`config.mk`:
```
export PLATFORM = sky130hd
export DESIGN_NAME = adc_sequencer_control
export DESIGN_NICKNAME = d
export VERILOG_FILES = /design/src/verilog/adc_seq_pkg.sv /design/src/verilog/adc_sequencer_control.sv
export SDC_FILE = /design/constraint.sdc
export NUM_CORES = 1
export LEC_CHECK = 0
export BUFFER_PORTS_ARGS = -buffer_cell sky130_fd_sc_hd__buf_4
export CORE_ASPECT_RATIO = 0.9
export CORE_MARGIN = 3
export CORE_UTILIZATION = 40
export CTS_BUF_LIST = sky130_fd_sc_hd__clkbuf_4 sky130_fd_sc_hd__clkbuf_8
export DETAILED_ROUTE_END_ITERATION = 7
export PLACE_DENSITY = 0.68
export SYNTH_ARGS = -nofsm -noshare
export SYNTH_HDL_FRONTEND = slang
export SYNTH_SLANG_ARGS = --single-unit
```
`constraint.sdc`:
```
create_clock -name core_clk -period 4 [get_ports core_clk]
set_input_delay 0.6 -clock core_clk [delete_from_list [all_inputs] [get_ports core_clk]]
set_output_delay 0.6 -clock core_clk [all_outputs]
set_load 0.02 [all_outputs]
```
`src/verilog/adc_seq_pkg.sv`:
```
// constants, register map and types for the conversion sequencer
// Behaviour
// - input at top reference gives FFh, no overflow
// - input at bottom reference gives 00h
// - sample phase then eight approximation steps
// - powered on: conversions repeat back to back
// - power-on starts first conversion at once
// - each finished conversion sets done, no interrupt; one finishing in the cycle the result is read leaves done clear
// - result holds until next conversion finishes
// - control write while on aborts and restarts
// - result read or control write clears done
// - halt disables converter, then stabilisation wait
// - power bit switches converter and amplifier
// - channel field picks one of five inputs
// - reserved bits written zero, read zero
// - conversion clock: half, full or quarter rate
// - gain bit routes input through amplifier
// - registers at indices 34h, 35h, 36h, reset zero
// - amplifier multiplies input by eight
// - amplifier selection adds no start-up delay
package adc_seq_pkg;

	// --------------------------------------------------------------
	// register map: printed offsets are word indices
	// --------------------------------------------------------------
	localparam int ADDR_W = 8;
	localparam logic [5:0] IDX_CONTROL = 6'h34;
	localparam logic [5:0] IDX_RESULT = 6'h35;
	localparam logic [5:0] IDX_AMPLIFIER = 6'h36;
	localparam logic [ADDR_W-1:0] ADDR_CONTROL = {IDX_CONTROL, 2'b00};
	localparam logic [ADDR_W-1:0] ADDR_RESULT = {IDX_RESULT, 2'b00};
	localparam logic [ADDR_W-1:0] ADDR_AMPLIFIER = {IDX_AMPLIFIER, 2'b00};

	// --------------------------------------------------------------
	// field layout and reset values
	// --------------------------------------------------------------
	localparam int DONE_BIT = 7;
	localparam int SPEED_BIT = 6;
	localparam int POWER_BIT = 5;
	localparam int CHANNEL_MSB = 2;
	localparam int SLOW_BIT = 3;
	localparam int GAIN_BIT = 2;
	localparam logic [7:0] RESET_BYTE = 8'h00;
	localparam logic [2:0] RESET_CHANNEL = 3'h0;
	localparam logic [7:0] FULL_SCALE = 8'hFF;
	localparam logic [7:0] FIRST_TRIAL = 8'h80;
	localparam int GAIN_FACTOR = 8;

	// --------------------------------------------------------------
	// timing
	// --------------------------------------------------------------
	localparam int CLK_PERIOD_NS = 10;
	localparam int STAB_TIME_NS = 1000;
	localparam int STAB_CYCLES = (STAB_TIME_NS + CLK_PERIOD_NS - 1) / CLK_PERIOD_NS;
	localparam int SAMPLE_STEPS = 4;
	localparam logic [1:0] SETTLE_CYCLES = 2'h3;
	localparam logic [1:0] QUARTER_LAST = 2'h3;

	// --------------------------------------------------------------
	// bus answers and sequencer states
	// --------------------------------------------------------------
	localparam logic [1:0] RESP_OKAY = 2'h0;
	localparam logic [1:0] RESP_SLVERR = 2'h2;

	typedef enum logic [1:0] {
		ST_OFF,
		ST_STABLE,
		ST_SAMPLE,
		ST_CONVERT
	} seq_state_t;

endpackage : adc_seq_pkg

```
`src/verilog/adc_sequencer_control.sv`:
```
// successive-approximation conversion sequencer with AXI4-Lite registers
`timescale 1ns/10ps
module adc_sequencer_control (
	input wire logic core_clk,
	input wire logic sys_rst,
	input wire logic [adc_seq_pkg::ADDR_W-1:0] s_axi_awaddr,
	input wire logic s_axi_awvalid,
	output logic s_axi_awready,
	input wire logic [31:0] s_axi_wdata,
	input wire logic [3:0] s_axi_wstrb,
	input wire logic s_axi_wvalid,
	output logic s_axi_wready,
	output logic [1:0] s_axi_bresp,
	output logic s_axi_bvalid,
	input wire logic s_axi_bready,
	input wire logic [adc_seq_pkg::ADDR_W-1:0] s_axi_araddr,
	input wire logic s_axi_arvalid,
	output logic s_axi_arready,
	output logic [31:0] s_axi_rdata,
	output logic [1:0] s_axi_rresp,
	output logic s_axi_rvalid,
	input wire logic s_axi_rready,
	input wire logic haltMode,
	input wire logic compareHigh,
	output logic converterPower,
	output logic [2:0] inputSelect,
	output logic gainStageSelect,
	output logic sampleEnable,
	output logic holdActive,
	output logic [7:0] sarCode
);
	import adc_seq_pkg::*;

	// --------------------------------------------------------------
	// declarations
	// --------------------------------------------------------------
	logic awHeld;
	logic wHeld;
	logic [ADDR_W-1:0] awAddrQ;
	logic [7:0] wDataQ;
	logic wLaneQ;
	logic doWrite;
	logic writeMapped;
	logic controlWrite;
	logic ampWrite;
	logic readTake;
	logic resultRead;
	logic [7:0] readByte;
	logic readMapped;

	logic convSpeed;
	logic powerOn;
	logic [2:0] channel;
	logic convSlow;
	logic gainSel;
	logic doneFlag;
	logic [7:0] result;

	logic [1:0] divCount;
	logic stepEnable;

	logic compMeta;
	logic compSync;

	seq_state_t state;
	logic [$clog2(STAB_CYCLES+1)-1:0] stabCount;
	logic [$clog2(SAMPLE_STEPS+1)-1:0] sampleCount;
	logic [1:0] settleCount;
	logic [7:0] bitMask;
	logic [7:0] decided;
	logic decideNow;
	logic convDone;
	logic restartOn;

	// --------------------------------------------------------------
	// write channel: address and data taken in either order
	// --------------------------------------------------------------
	// one write at a time: both readies stay low until the answer is taken
	assign s_axi_awready = !awHeld && !s_axi_bvalid;
	assign s_axi_wready = !wHeld && !s_axi_bvalid;
	assign doWrite = awHeld && wHeld;

	always_ff @(posedge core_clk) begin
		if (sys_rst) begin
			awHeld <= 1'b0;
			awAddrQ <= '0;
		end else if (s_axi_awvalid && s_axi_awready) begin
			awHeld <= 1'b1;
			awAddrQ <= s_axi_awaddr;
		end else if (doWrite) begin
			awHeld <= 1'b0;
		end
	end

	always_ff @(posedge core_clk) begin
		if (sys_rst) begin
			wHeld <= 1'b0;
			wDataQ <= RESET_BYTE;
			wLaneQ <= 1'b0;
		end else if (s_axi_wvalid && s_axi_wready) begin
			wHeld <= 1'b1;
			wDataQ <= s_axi_wdata[7:0];
			wLaneQ <= s_axi_wstrb[0];
		end else if (doWrite) begin
			wHeld <= 1'b0;
		end
	end

	assign writeMapped = (awAddrQ == ADDR_CONTROL) || (awAddrQ == ADDR_RESULT)
		|| (awAddrQ == ADDR_AMPLIFIER);
	// a write without byte lane 0 stores nothing and does not restart
	assign controlWrite = doWrite && wLaneQ && (awAddrQ == ADDR_CONTROL);
	assign ampWrite = doWrite && wLaneQ && (awAddrQ == ADDR_AMPLIFIER);

	always_ff @(posedge core_clk) begin
		if (sys_rst) begin
			s_axi_bvalid <= 1'b0;
			s_axi_bresp <= RESP_OKAY;
		end else if (doWrite) begin
			s_axi_bvalid <= 1'b1;
			s_axi_bresp <= writeMapped ? RESP_OKAY : RESP_SLVERR;
		end else if (s_axi_bready) begin
			s_axi_bvalid <= 1'b0;
		end
	end

	// --------------------------------------------------------------
	// read channel
	// --------------------------------------------------------------
	// reads insert no wait state: data is registered at the address edge
	assign s_axi_arready = !s_axi_rvalid;
	assign readTake = s_axi_arvalid && s_axi_arready;
	assign resultRead = readTake && (s_axi_araddr == ADDR_RESULT);

	always_comb begin
		readByte = RESET_BYTE;
		readMapped = 1'b1;
		unique case (s_axi_araddr)
			ADDR_CONTROL: begin
				readByte[DONE_BIT] = doneFlag;
				readByte[SPEED_BIT] = convSpeed;
				readByte[POWER_BIT] = powerOn;
				readByte[CHANNEL_MSB:0] = channel;
			end
			ADDR_RESULT: begin
				readByte = result;
			end
			ADDR_AMPLIFIER: begin
				readByte[SLOW_BIT] = convSlow;
				readByte[GAIN_BIT] = gainSel;
			end
			default: begin
				readMapped = 1'b0;
			end
		endcase
	end

	always_ff @(posedge core_clk) begin
		if (sys_rst) begin
			s_axi_rvalid <= 1'b0;
			s_axi_rdata <= '0;
			s_axi_rresp <= RESP_OKAY;
		end else if (readTake) begin
			s_axi_rvalid <= 1'b1;
			s_axi_rdata <= {24'h000000, readByte};
			s_axi_rresp <= readMapped ? RESP_OKAY : RESP_SLVERR;
		end else if (s_axi_rready) begin
			s_axi_rvalid <= 1'b0;
		end
	end

	// --------------------------------------------------------------
	// software registers
	// --------------------------------------------------------------
	// reserved control bits 4:3 are simply not stored
	always_ff @(posedge core_clk) begin
		if (sys_rst) begin
			convSpeed <= 1'b0;
			powerOn <= 1'b0;
			channel <= RESET_CHANNEL;
		end else if (controlWrite) begin
			convSpeed <= wDataQ[SPEED_BIT];
			powerOn <= wDataQ[POWER_BIT];
			channel <= wDataQ[CHANNEL_MSB:0];
		end
	end

	// changing these mid-run does not restart; software drops one result
	always_ff @(posedge core_clk) begin
		if (sys_rst) begin
			convSlow <= 1'b0;
			gainSel <= 1'b0;
		end else if (ampWrite) begin
			convSlow <= wDataQ[SLOW_BIT];
			gainSel <= wDataQ[GAIN_BIT];
		end
	end

	// --------------------------------------------------------------
	// conversion clock enable
	// --------------------------------------------------------------
	// free-running divider: a restart keeps the rate's phase, so the first
	// sample phase after it may be short by up to one conversion clock
	always_ff @(posedge core_clk) begin
		if (sys_rst) begin
			divCount <= 2'h0;
		end else begin
			divCount <= divCount + 2'h1;
		end
	end

	always_comb begin
		if (convSlow) begin
			stepEnable = (divCount == QUARTER_LAST);
		end else if (convSpeed) begin
			stepEnable = 1'b1;
		end else begin
			stepEnable = divCount[0];
		end
	end

	// --------------------------------------------------------------
	// comparator synchroniser
	// --------------------------------------------------------------
	// the comparator output settles with no regard to the core clock
	always_ff @(posedge core_clk) begin
		if (sys_rst) begin
			compMeta <= 1'b0;
			compSync <= 1'b0;
		end else begin
			compMeta <= compareHigh;
			compSync <= compMeta;
		end
	end

	// --------------------------------------------------------------
	// sequencer
	// --------------------------------------------------------------
	// the settle wait covers the synchroniser delay at full clock rate
	assign decideNow = (state == ST_CONVERT) && stepEnable && (settleCount == SETTLE_CYCLES);
	// comparator high keeps the trial bit; all-high ends at FFh, all-low at 00h
	assign decided = compSync ? sarCode : (sarCode & ~bitMask);
	// a conversion ending as halt begins is dropped: the converter is
	// already disabled, so nothing is stored and done stays as it was
	assign convDone = decideNow && bitMask[0] && !controlWrite && !haltMode;
	assign restartOn = controlWrite && wDataQ[POWER_BIT] && !haltMode;

	always_ff @(posedge core_clk) begin
		if (sys_rst) begin
			state <= ST_OFF;
			stabCount <= '0;
			sampleCount <= '0;
			settleCount <= 2'h0;
			bitMask <= RESET_BYTE;
			sarCode <= RESET_BYTE;
		end else if (restartOn) begin
			state <= ST_SAMPLE;
			sampleCount <= '0;
		end else if (controlWrite || !powerOn || haltMode) begin
			state <= ST_OFF;
		end else begin
			unique case (state)
				ST_OFF: begin
					// only a halt exit arrives here with power still on
					state <= ST_STABLE;
					stabCount <= '0;
				end
				ST_STABLE: begin
					// counted on the core clock, whatever the conversion rate
					stabCount <= stabCount + 1'b1;
					if (stabCount == STAB_CYCLES - 1) begin
						state <= ST_SAMPLE;
						sampleCount <= '0;
					end
				end
				ST_SAMPLE: begin
					if (stepEnable) begin
						sampleCount <= sampleCount + 1'b1;
						if (sampleCount == SAMPLE_STEPS - 1) begin
							state <= ST_CONVERT;
							bitMask <= FIRST_TRIAL;
							sarCode <= FIRST_TRIAL;
							settleCount <= 2'h0;
						end
					end
				end
				ST_CONVERT: begin
					if (settleCount != SETTLE_CYCLES) begin
						settleCount <= settleCount + 2'h1;
					end
					if (decideNow) begin
						settleCount <= 2'h0;
						bitMask <= bitMask >> 1;
						if (bitMask[0]) begin
							sarCode <= decided;
							state <= ST_SAMPLE;
							sampleCount <= '0;
						end else begin
							sarCode <= decided | (bitMask >> 1);
						end
					end
				end
			endcase
		end
	end

	// --------------------------------------------------------------
	// result and done flag
	// --------------------------------------------------------------
	// an aborted conversion never reaches the result register
	always_ff @(posedge core_clk) begin
		if (sys_rst) begin
			result <= RESET_BYTE;
		end else if (convDone) begin
			result <= decided;
		end
	end

	// clearing access wins so software never sees a flag for a value it
	// might have read stale; the next conversion sets it again
	always_ff @(posedge core_clk) begin
		if (sys_rst) begin
			doneFlag <= 1'b0;
		end else if (controlWrite || resultRead) begin
			doneFlag <= 1'b0;
		end else if (convDone) begin
			doneFlag <= 1'b1;
		end
	end

	// --------------------------------------------------------------
	// analog side
	// --------------------------------------------------------------
	// amplifier rides on the converter power, so selecting it costs no wait
	assign converterPower = powerOn && !haltMode;
	assign inputSelect = channel;
	// gain of eight lives in the analog stage; clock limit is software's
	assign gainStageSelect = gainSel;
	assign sampleEnable = (state == ST_SAMPLE);
	assign holdActive = (state == ST_CONVERT);

endmodule : adc_sequencer_control

```
Word-level counts from Yosys, hierarchy flattened

Index checks and enable logic that the tools add are counted.

Register bits: 82
Input port bits: 61
Logic and storage cells: 153

Add/subtract/negate cells: 4
Eq/ne operators: 25
Muxes and demuxes: 44
Bitwise operators: 5
Reductions and logical operators: 48

Operators by type and width:

| kind                                           | number |
|---|---|
| equality test 8 bit (second input constant)    | 6 |
| 2-to-1 mux 8 bit                               | 6 |
| case mux 8 bit (2 select lines)                | 2 |
| 2-to-1 mux 2 bit                               | 13 |
| logical AND 1 bit                              | 18 |
| AND reduction 6 bit                            | 3 |
| != test 4 x 1 -> 1 bit (second input constant) | 4 |
| case mux 7 bit (2 select lines)                | 1 |
| 2-to-1 mux 3 bit                               | 4 |
| nonzero test 2 bit                             | 6 |
| 2-to-1 mux 1 bit                               | 11 |
| AND reduction 5 bit                            | 2 |
| case mux 3 bit (3 select lines)                | 1 |
| bitwise AND 8 bit                              | 1 |
| equality test 2 bit (second input constant)    | 4 |
| != test 2 x 1 -> 1 bit (second input constant) | 4 |
| inverter 8 bit                                 | 1 |
| bitwise OR 8 x 7 -> 8 bit                      | 1 |
| case mux 2 bit (2 select lines)                | 2 |
| case mux 2 bit (4 select lines)                | 1 |
| adder 7 x 1 -> 7 bit (second input constant)   | 1 |
| equality test 7 bit (second input constant)    | 1 |
| logical NOT 1 bit                              | 7 |
| case mux 3 bit (2 select lines)                | 1 |
| other kinds (16)                               | 25 |

Logic depth before layout (Yosys ltp)

Depth in word-level cells: 8
Gate-level depth with buffers: 9
Mapped depth without buffers: 7

Worst setup path after synthesis

No wires, ideal clock.

Kind: flip-flop to flip-flop
From: register awAddrQ[5]
To: register state[1]
Library setup time: 103 ps
Data arrival time: 1,896 ps
Required time: 3,897 ps
Path slack: 2,000 ps
Cell stages (with the launch flop): 6
Buffers on the path: 1
Cell sequence: dfxtp_1 > or4b_4 > or4_4 > buf_6 > and3_4 > a2111oi_2

Cells in the longest elaborated chain, start to end: 6
Elaborated cells on any way between the ends: 14
Classes of those cells: 6 x eq/ne; 2 x mux; 6 x reduce/logical

Ends and longest elaborated chain:

| item                                                                | RTL line                                                   | source |
|---|---|---|
| from (decl)                                                         | adc_sequencer_control.sv:39                                | `logic [ADDR_W-1:0] awAddrQ;` |
| from (signal assigned)                                              | adc_sequencer_control.sv:89                                | `awAddrQ <= s_axi_awaddr;` |
| equality test 8 bit *                                               | adc_sequencer_control.sv:112                               | `assign controlWrite = doWrite && wLaneQ && (awAddrQ == ADDR_CONTROL);` |
| logical AND 1 bit *                                                 | adc_sequencer_control.sv:112                               |  |
| logical AND 1 bit or logical OR 1 bit (tied branches) (2 in series) | adc_sequencer_control.sv:246, adc_sequencer_control.sv:259 |  |
| != test 4 bit (no line) (tied with other cells)                     | n/a                                                        |  |
| AND reduction 5 bit (no line) or 2-to-1 mux 2 bit (tied branches)   | n/a                                                        |  |
| to (signal assigned)                                                | adc_sequencer_control.sv:250                               | `state <= ST_OFF;` |
| to (signal assigned)                                                | adc_sequencer_control.sv:257                               | `state <= ST_SAMPLE;` |
| to (signal assigned)                                                | adc_sequencer_control.sv:260                               | `state <= ST_OFF;` |
| to (decl)                                                           | adc_sequencer_control.sv:65                                | `seq_state_t state;` |

Every way passes the cells marked *; elsewhere a longest branch is shown, timed or not.
A chain may end at the register's enable or synchronous reset.

Worst setup path in the final report

From: register state[0]
To: register result[7]

Cells in the longest elaborated chain, start to end: 6

Ends and longest elaborated chain:

| item                            | RTL line                     | source |
|---|---|---|
| equality test 2 bit             | adc_sequencer_control.sv:240 | `assign decideNow = (state == ST_CONVERT) && stepEnable && (settleCount == SETTLE_CYCLES);` |
| logical AND 1 bit (2 in series) | adc_sequencer_control.sv:240 |  |
| logical AND 1 bit (3 in series) | adc_sequencer_control.sv:245 | `assign convDone = decideNow && bitMask[0] && !controlWrite && !haltMode;` |
| to (signal assigned)            | adc_sequencer_control.sv:315 | `result <= decided;` |
| to (decl)                       | adc_sequencer_control.sv:57  | `logic [7:0] result;` |

Every way passes these cells.

==> metrics <==
top cell type by total area after synthesis dfxtp_1; slack of the worst reg-to-reg path ~1.6 ns; YS warnings 0; post-CTS sizing 0; most common cell in the netlist nand2_1; Yosys cell types 55; CTS Sinks 79; clk_lat worst skew 0.35 ns; startpoint types register; via count between 3k and 4k; residual DRC count 0; Slew @ Worst Pin slightly below 1 ns; met3 usage 0.04203; Initial DRT Pass Iterations 5; CP arrival roughly 2.7 ns; gp weighted congestion 0.8294; worst-path maximum fanout 18; # rows 32; Hold Path Class in -> reg; CTS tree done; EDFF count, synth 0; hold_sp s_axi_rready; CP Class reg -> reg; nets ~570; first-pass GRT wire length 13,740 um; Syn Area/Cell 8.027 sq um; P per Cell Area 364.1 nW/um^2; Layout area overhead 17.44%; largest net degree at the start of global routing 77; minimum clock period ~2.4 ns; final max-slew violation count 0; Lkg Pwr 1.642 nW; period utilisation layout 0.5970; CTS Root Cell clkbuf_8; Setup WS pre-CTS ~1.6 ns; final hold slack 0.4319 ns; I/O Buffers 61; met2 usage 0.2512; final setup violation count 0; number of top-level pins 117; starting density of the core 0.4184; Reg-to-Reg Start state[0]; Rel. slew slack 0.3511; Final Hold Fails 0; Commonest cells post-synth 88 x nand2_1, 79 x dfxtp_1, 54 x a21oi_1, 26 x buf_4, 25 x nor2_1; initial antenna violation count 0; via-per-instance ratio 5.117; async set-reset flop share out of synthesis 0; FF+latch count, synth 79; CP required between 4 and 5 ns; skew final approximately 0.013 ns; Critical R2R Capture result[7]; gr ovfl total 0; Hold-fix buffers, CTS 0; critical path capture point type register; DIE WIDTH approximately 110 um; final wirelength 8231 um; Syn Std Cell Area about 3700 sq um; worst hold path depth 2; outcome completed; Max Buffers Root-to-Sink 2; ANT nets after route 0; main flop type after synthesis dfxtp_1; RSZ-0062 raised after global routing no; Post-CTS Setup Bufs 0; Worst IR Drop VDD 0.0001896 V; register area share after synthesis 0.4330; Max Clock Freq 418.8 MHz; post-route setup TNS 0 ns; Core Footprint around 8700 sq um; Num CTS Buffers 9; Synth top area share 0.4330; antenna diode count 0; r2r worst-path depth 6; Iteration-0 DRC Markers around 220; Synth Instances 455; Synth area leaders dfxtp_1 43%, nand2_1 9.0%, a21oi_1 7.4%; Tot GR Track Use 0.1603; M1 GR Usage 0.2208; Clock Pin Slew Worst Setup and Hold Paths about 0.090 ns; Max Cap Viol 0; WHS Endpoint s_axi_rvalid; GR peak layer met2; WL/cell about 13 um; die footprint about 10,000 sq um; Cell Area, Placed 4080 sq um; Die H about 97 um; layout cells sized above 1 0.1898; vias in the first global route about 3k; DP Wirelength between 5000 and 6000 um; setup ws final between 1.5 and 2 ns; H-tree depth 3; design area ~4300 sq um
[report_power, final]
group	total (W)	leakage, nW	internal, W	switching, W
clock network	0.000625	0.107	0.000303	0.000322
registers	0.000816	0.641	0.000803	0.0000129
logic	0.000120	0.895	0.0000432	0.0000772
[cells in the final DEF, fill, tap and decap left out, drive strengths merged, types with 2 or more instances in the layout]
cell type / n
nand3: 23
nand4b: 2
inv: 25
dfxtp: 79
nor2b: 5
a22oi: 5
mux2i: 6
nand4: 2
nor4b: 3
buf: 64
nand2b: 4
nor3: 4
conb: 26
a2111oi: 2
a222oi: 3
a211oi: 3
a31oi: 4
nor2: 25
nor4: 8
or2: 9
xnor2: 2
or4: 7
a21oi: 54
and3: 2
ha: 5
a21boi: 3
and2: 3
mux2: 2
clkbuf: 9
o21ai: 20
nand2: 88
[worst max-delay path: stages, from the launching register on]
cell and delay (ns):
dfxtp_1 0.61, and2_1 0.19, buf_4 0.22, nand3_1 0.10, or4_1 0.67, or2_2 0.38, a21oi_1 0.13
[cell families after synthesis]
| group | count (synthesis) | synth area share |
|---|---|---|
| multiplexers | 8 | 0.02261 |
| XOR/XNOR | 2 | 0.004797 |
| buffers and inverters | 69 | 0.1014 |
| AND/OR/NAND/NOR | 191 | 0.2600 |
| other | 1 | 0.001027 |
| adder cells (fa/ha/maj) | 5 | 0.01713 |
| AO/OA/AOI/OAI | 100 | 0.1600 |
| flip-flops | 79 | 0.4330 |
[layout make-up]
| type | count | area, sq um |
|---|---|---|
| fillers | 884 | 4439 |
| well taps | 119 | 148.9 |
| multi-input cells | 332 | 1794 |
| inverters | 20 | 75.07 |
| clock buffers | 9 | 123.9 |
| repair buffers | 64 | 480.5 |
| clock inverters | 7 | 85.08 |
| flip-flops and latches | 79 | 1582 |
[how the worst max path moves through the flow]
stage                               start        endpoint  slack (ns)  cells after the start
final                            state[0]       result[7]        1.61                      6
after global routing             state[0]        doneFlag        1.41                      5
after CTS                        state[0]       result[7]        1.62                      6
after detailed placement  s_axi_araddr[1]  s_axi_rdata[7]        1.65                      6
after global placement    s_axi_araddr[1]  s_axi_rdata[7]        1.67                      6
after floorplan                awAddrQ[5]        state[1]        2.00                      5
[layer usage]
layer	part of all wire	routed length, um	vias to the layer above
met5	0	0	-
met4	0.0060	49	0
met3	0.058	480	4
met2	0.48	3955	86
met1	0.46	3746	1518
li1	-	-	1616
[flip-flops by register name, indices dropped and copies added (netlist names), 6 cells and up]
register,flops
bitMask,8
wDataQ,6
s_axi_rdata,8
result,8
stabCount,7
awAddrQ,8
sarCode,8
[through the flow]
step	total power, W	utilization	instances
finish	0.001562	0.4914	630
detailed placement	0.0009548	0.4675	614
global route	0.001620	0.4914	630
floorplan	0.0009275	-	480
CTS	0.001578	0.4914	630
global placement	0.0009521	0.4675	614
Power figures use the tool's default switching activity.
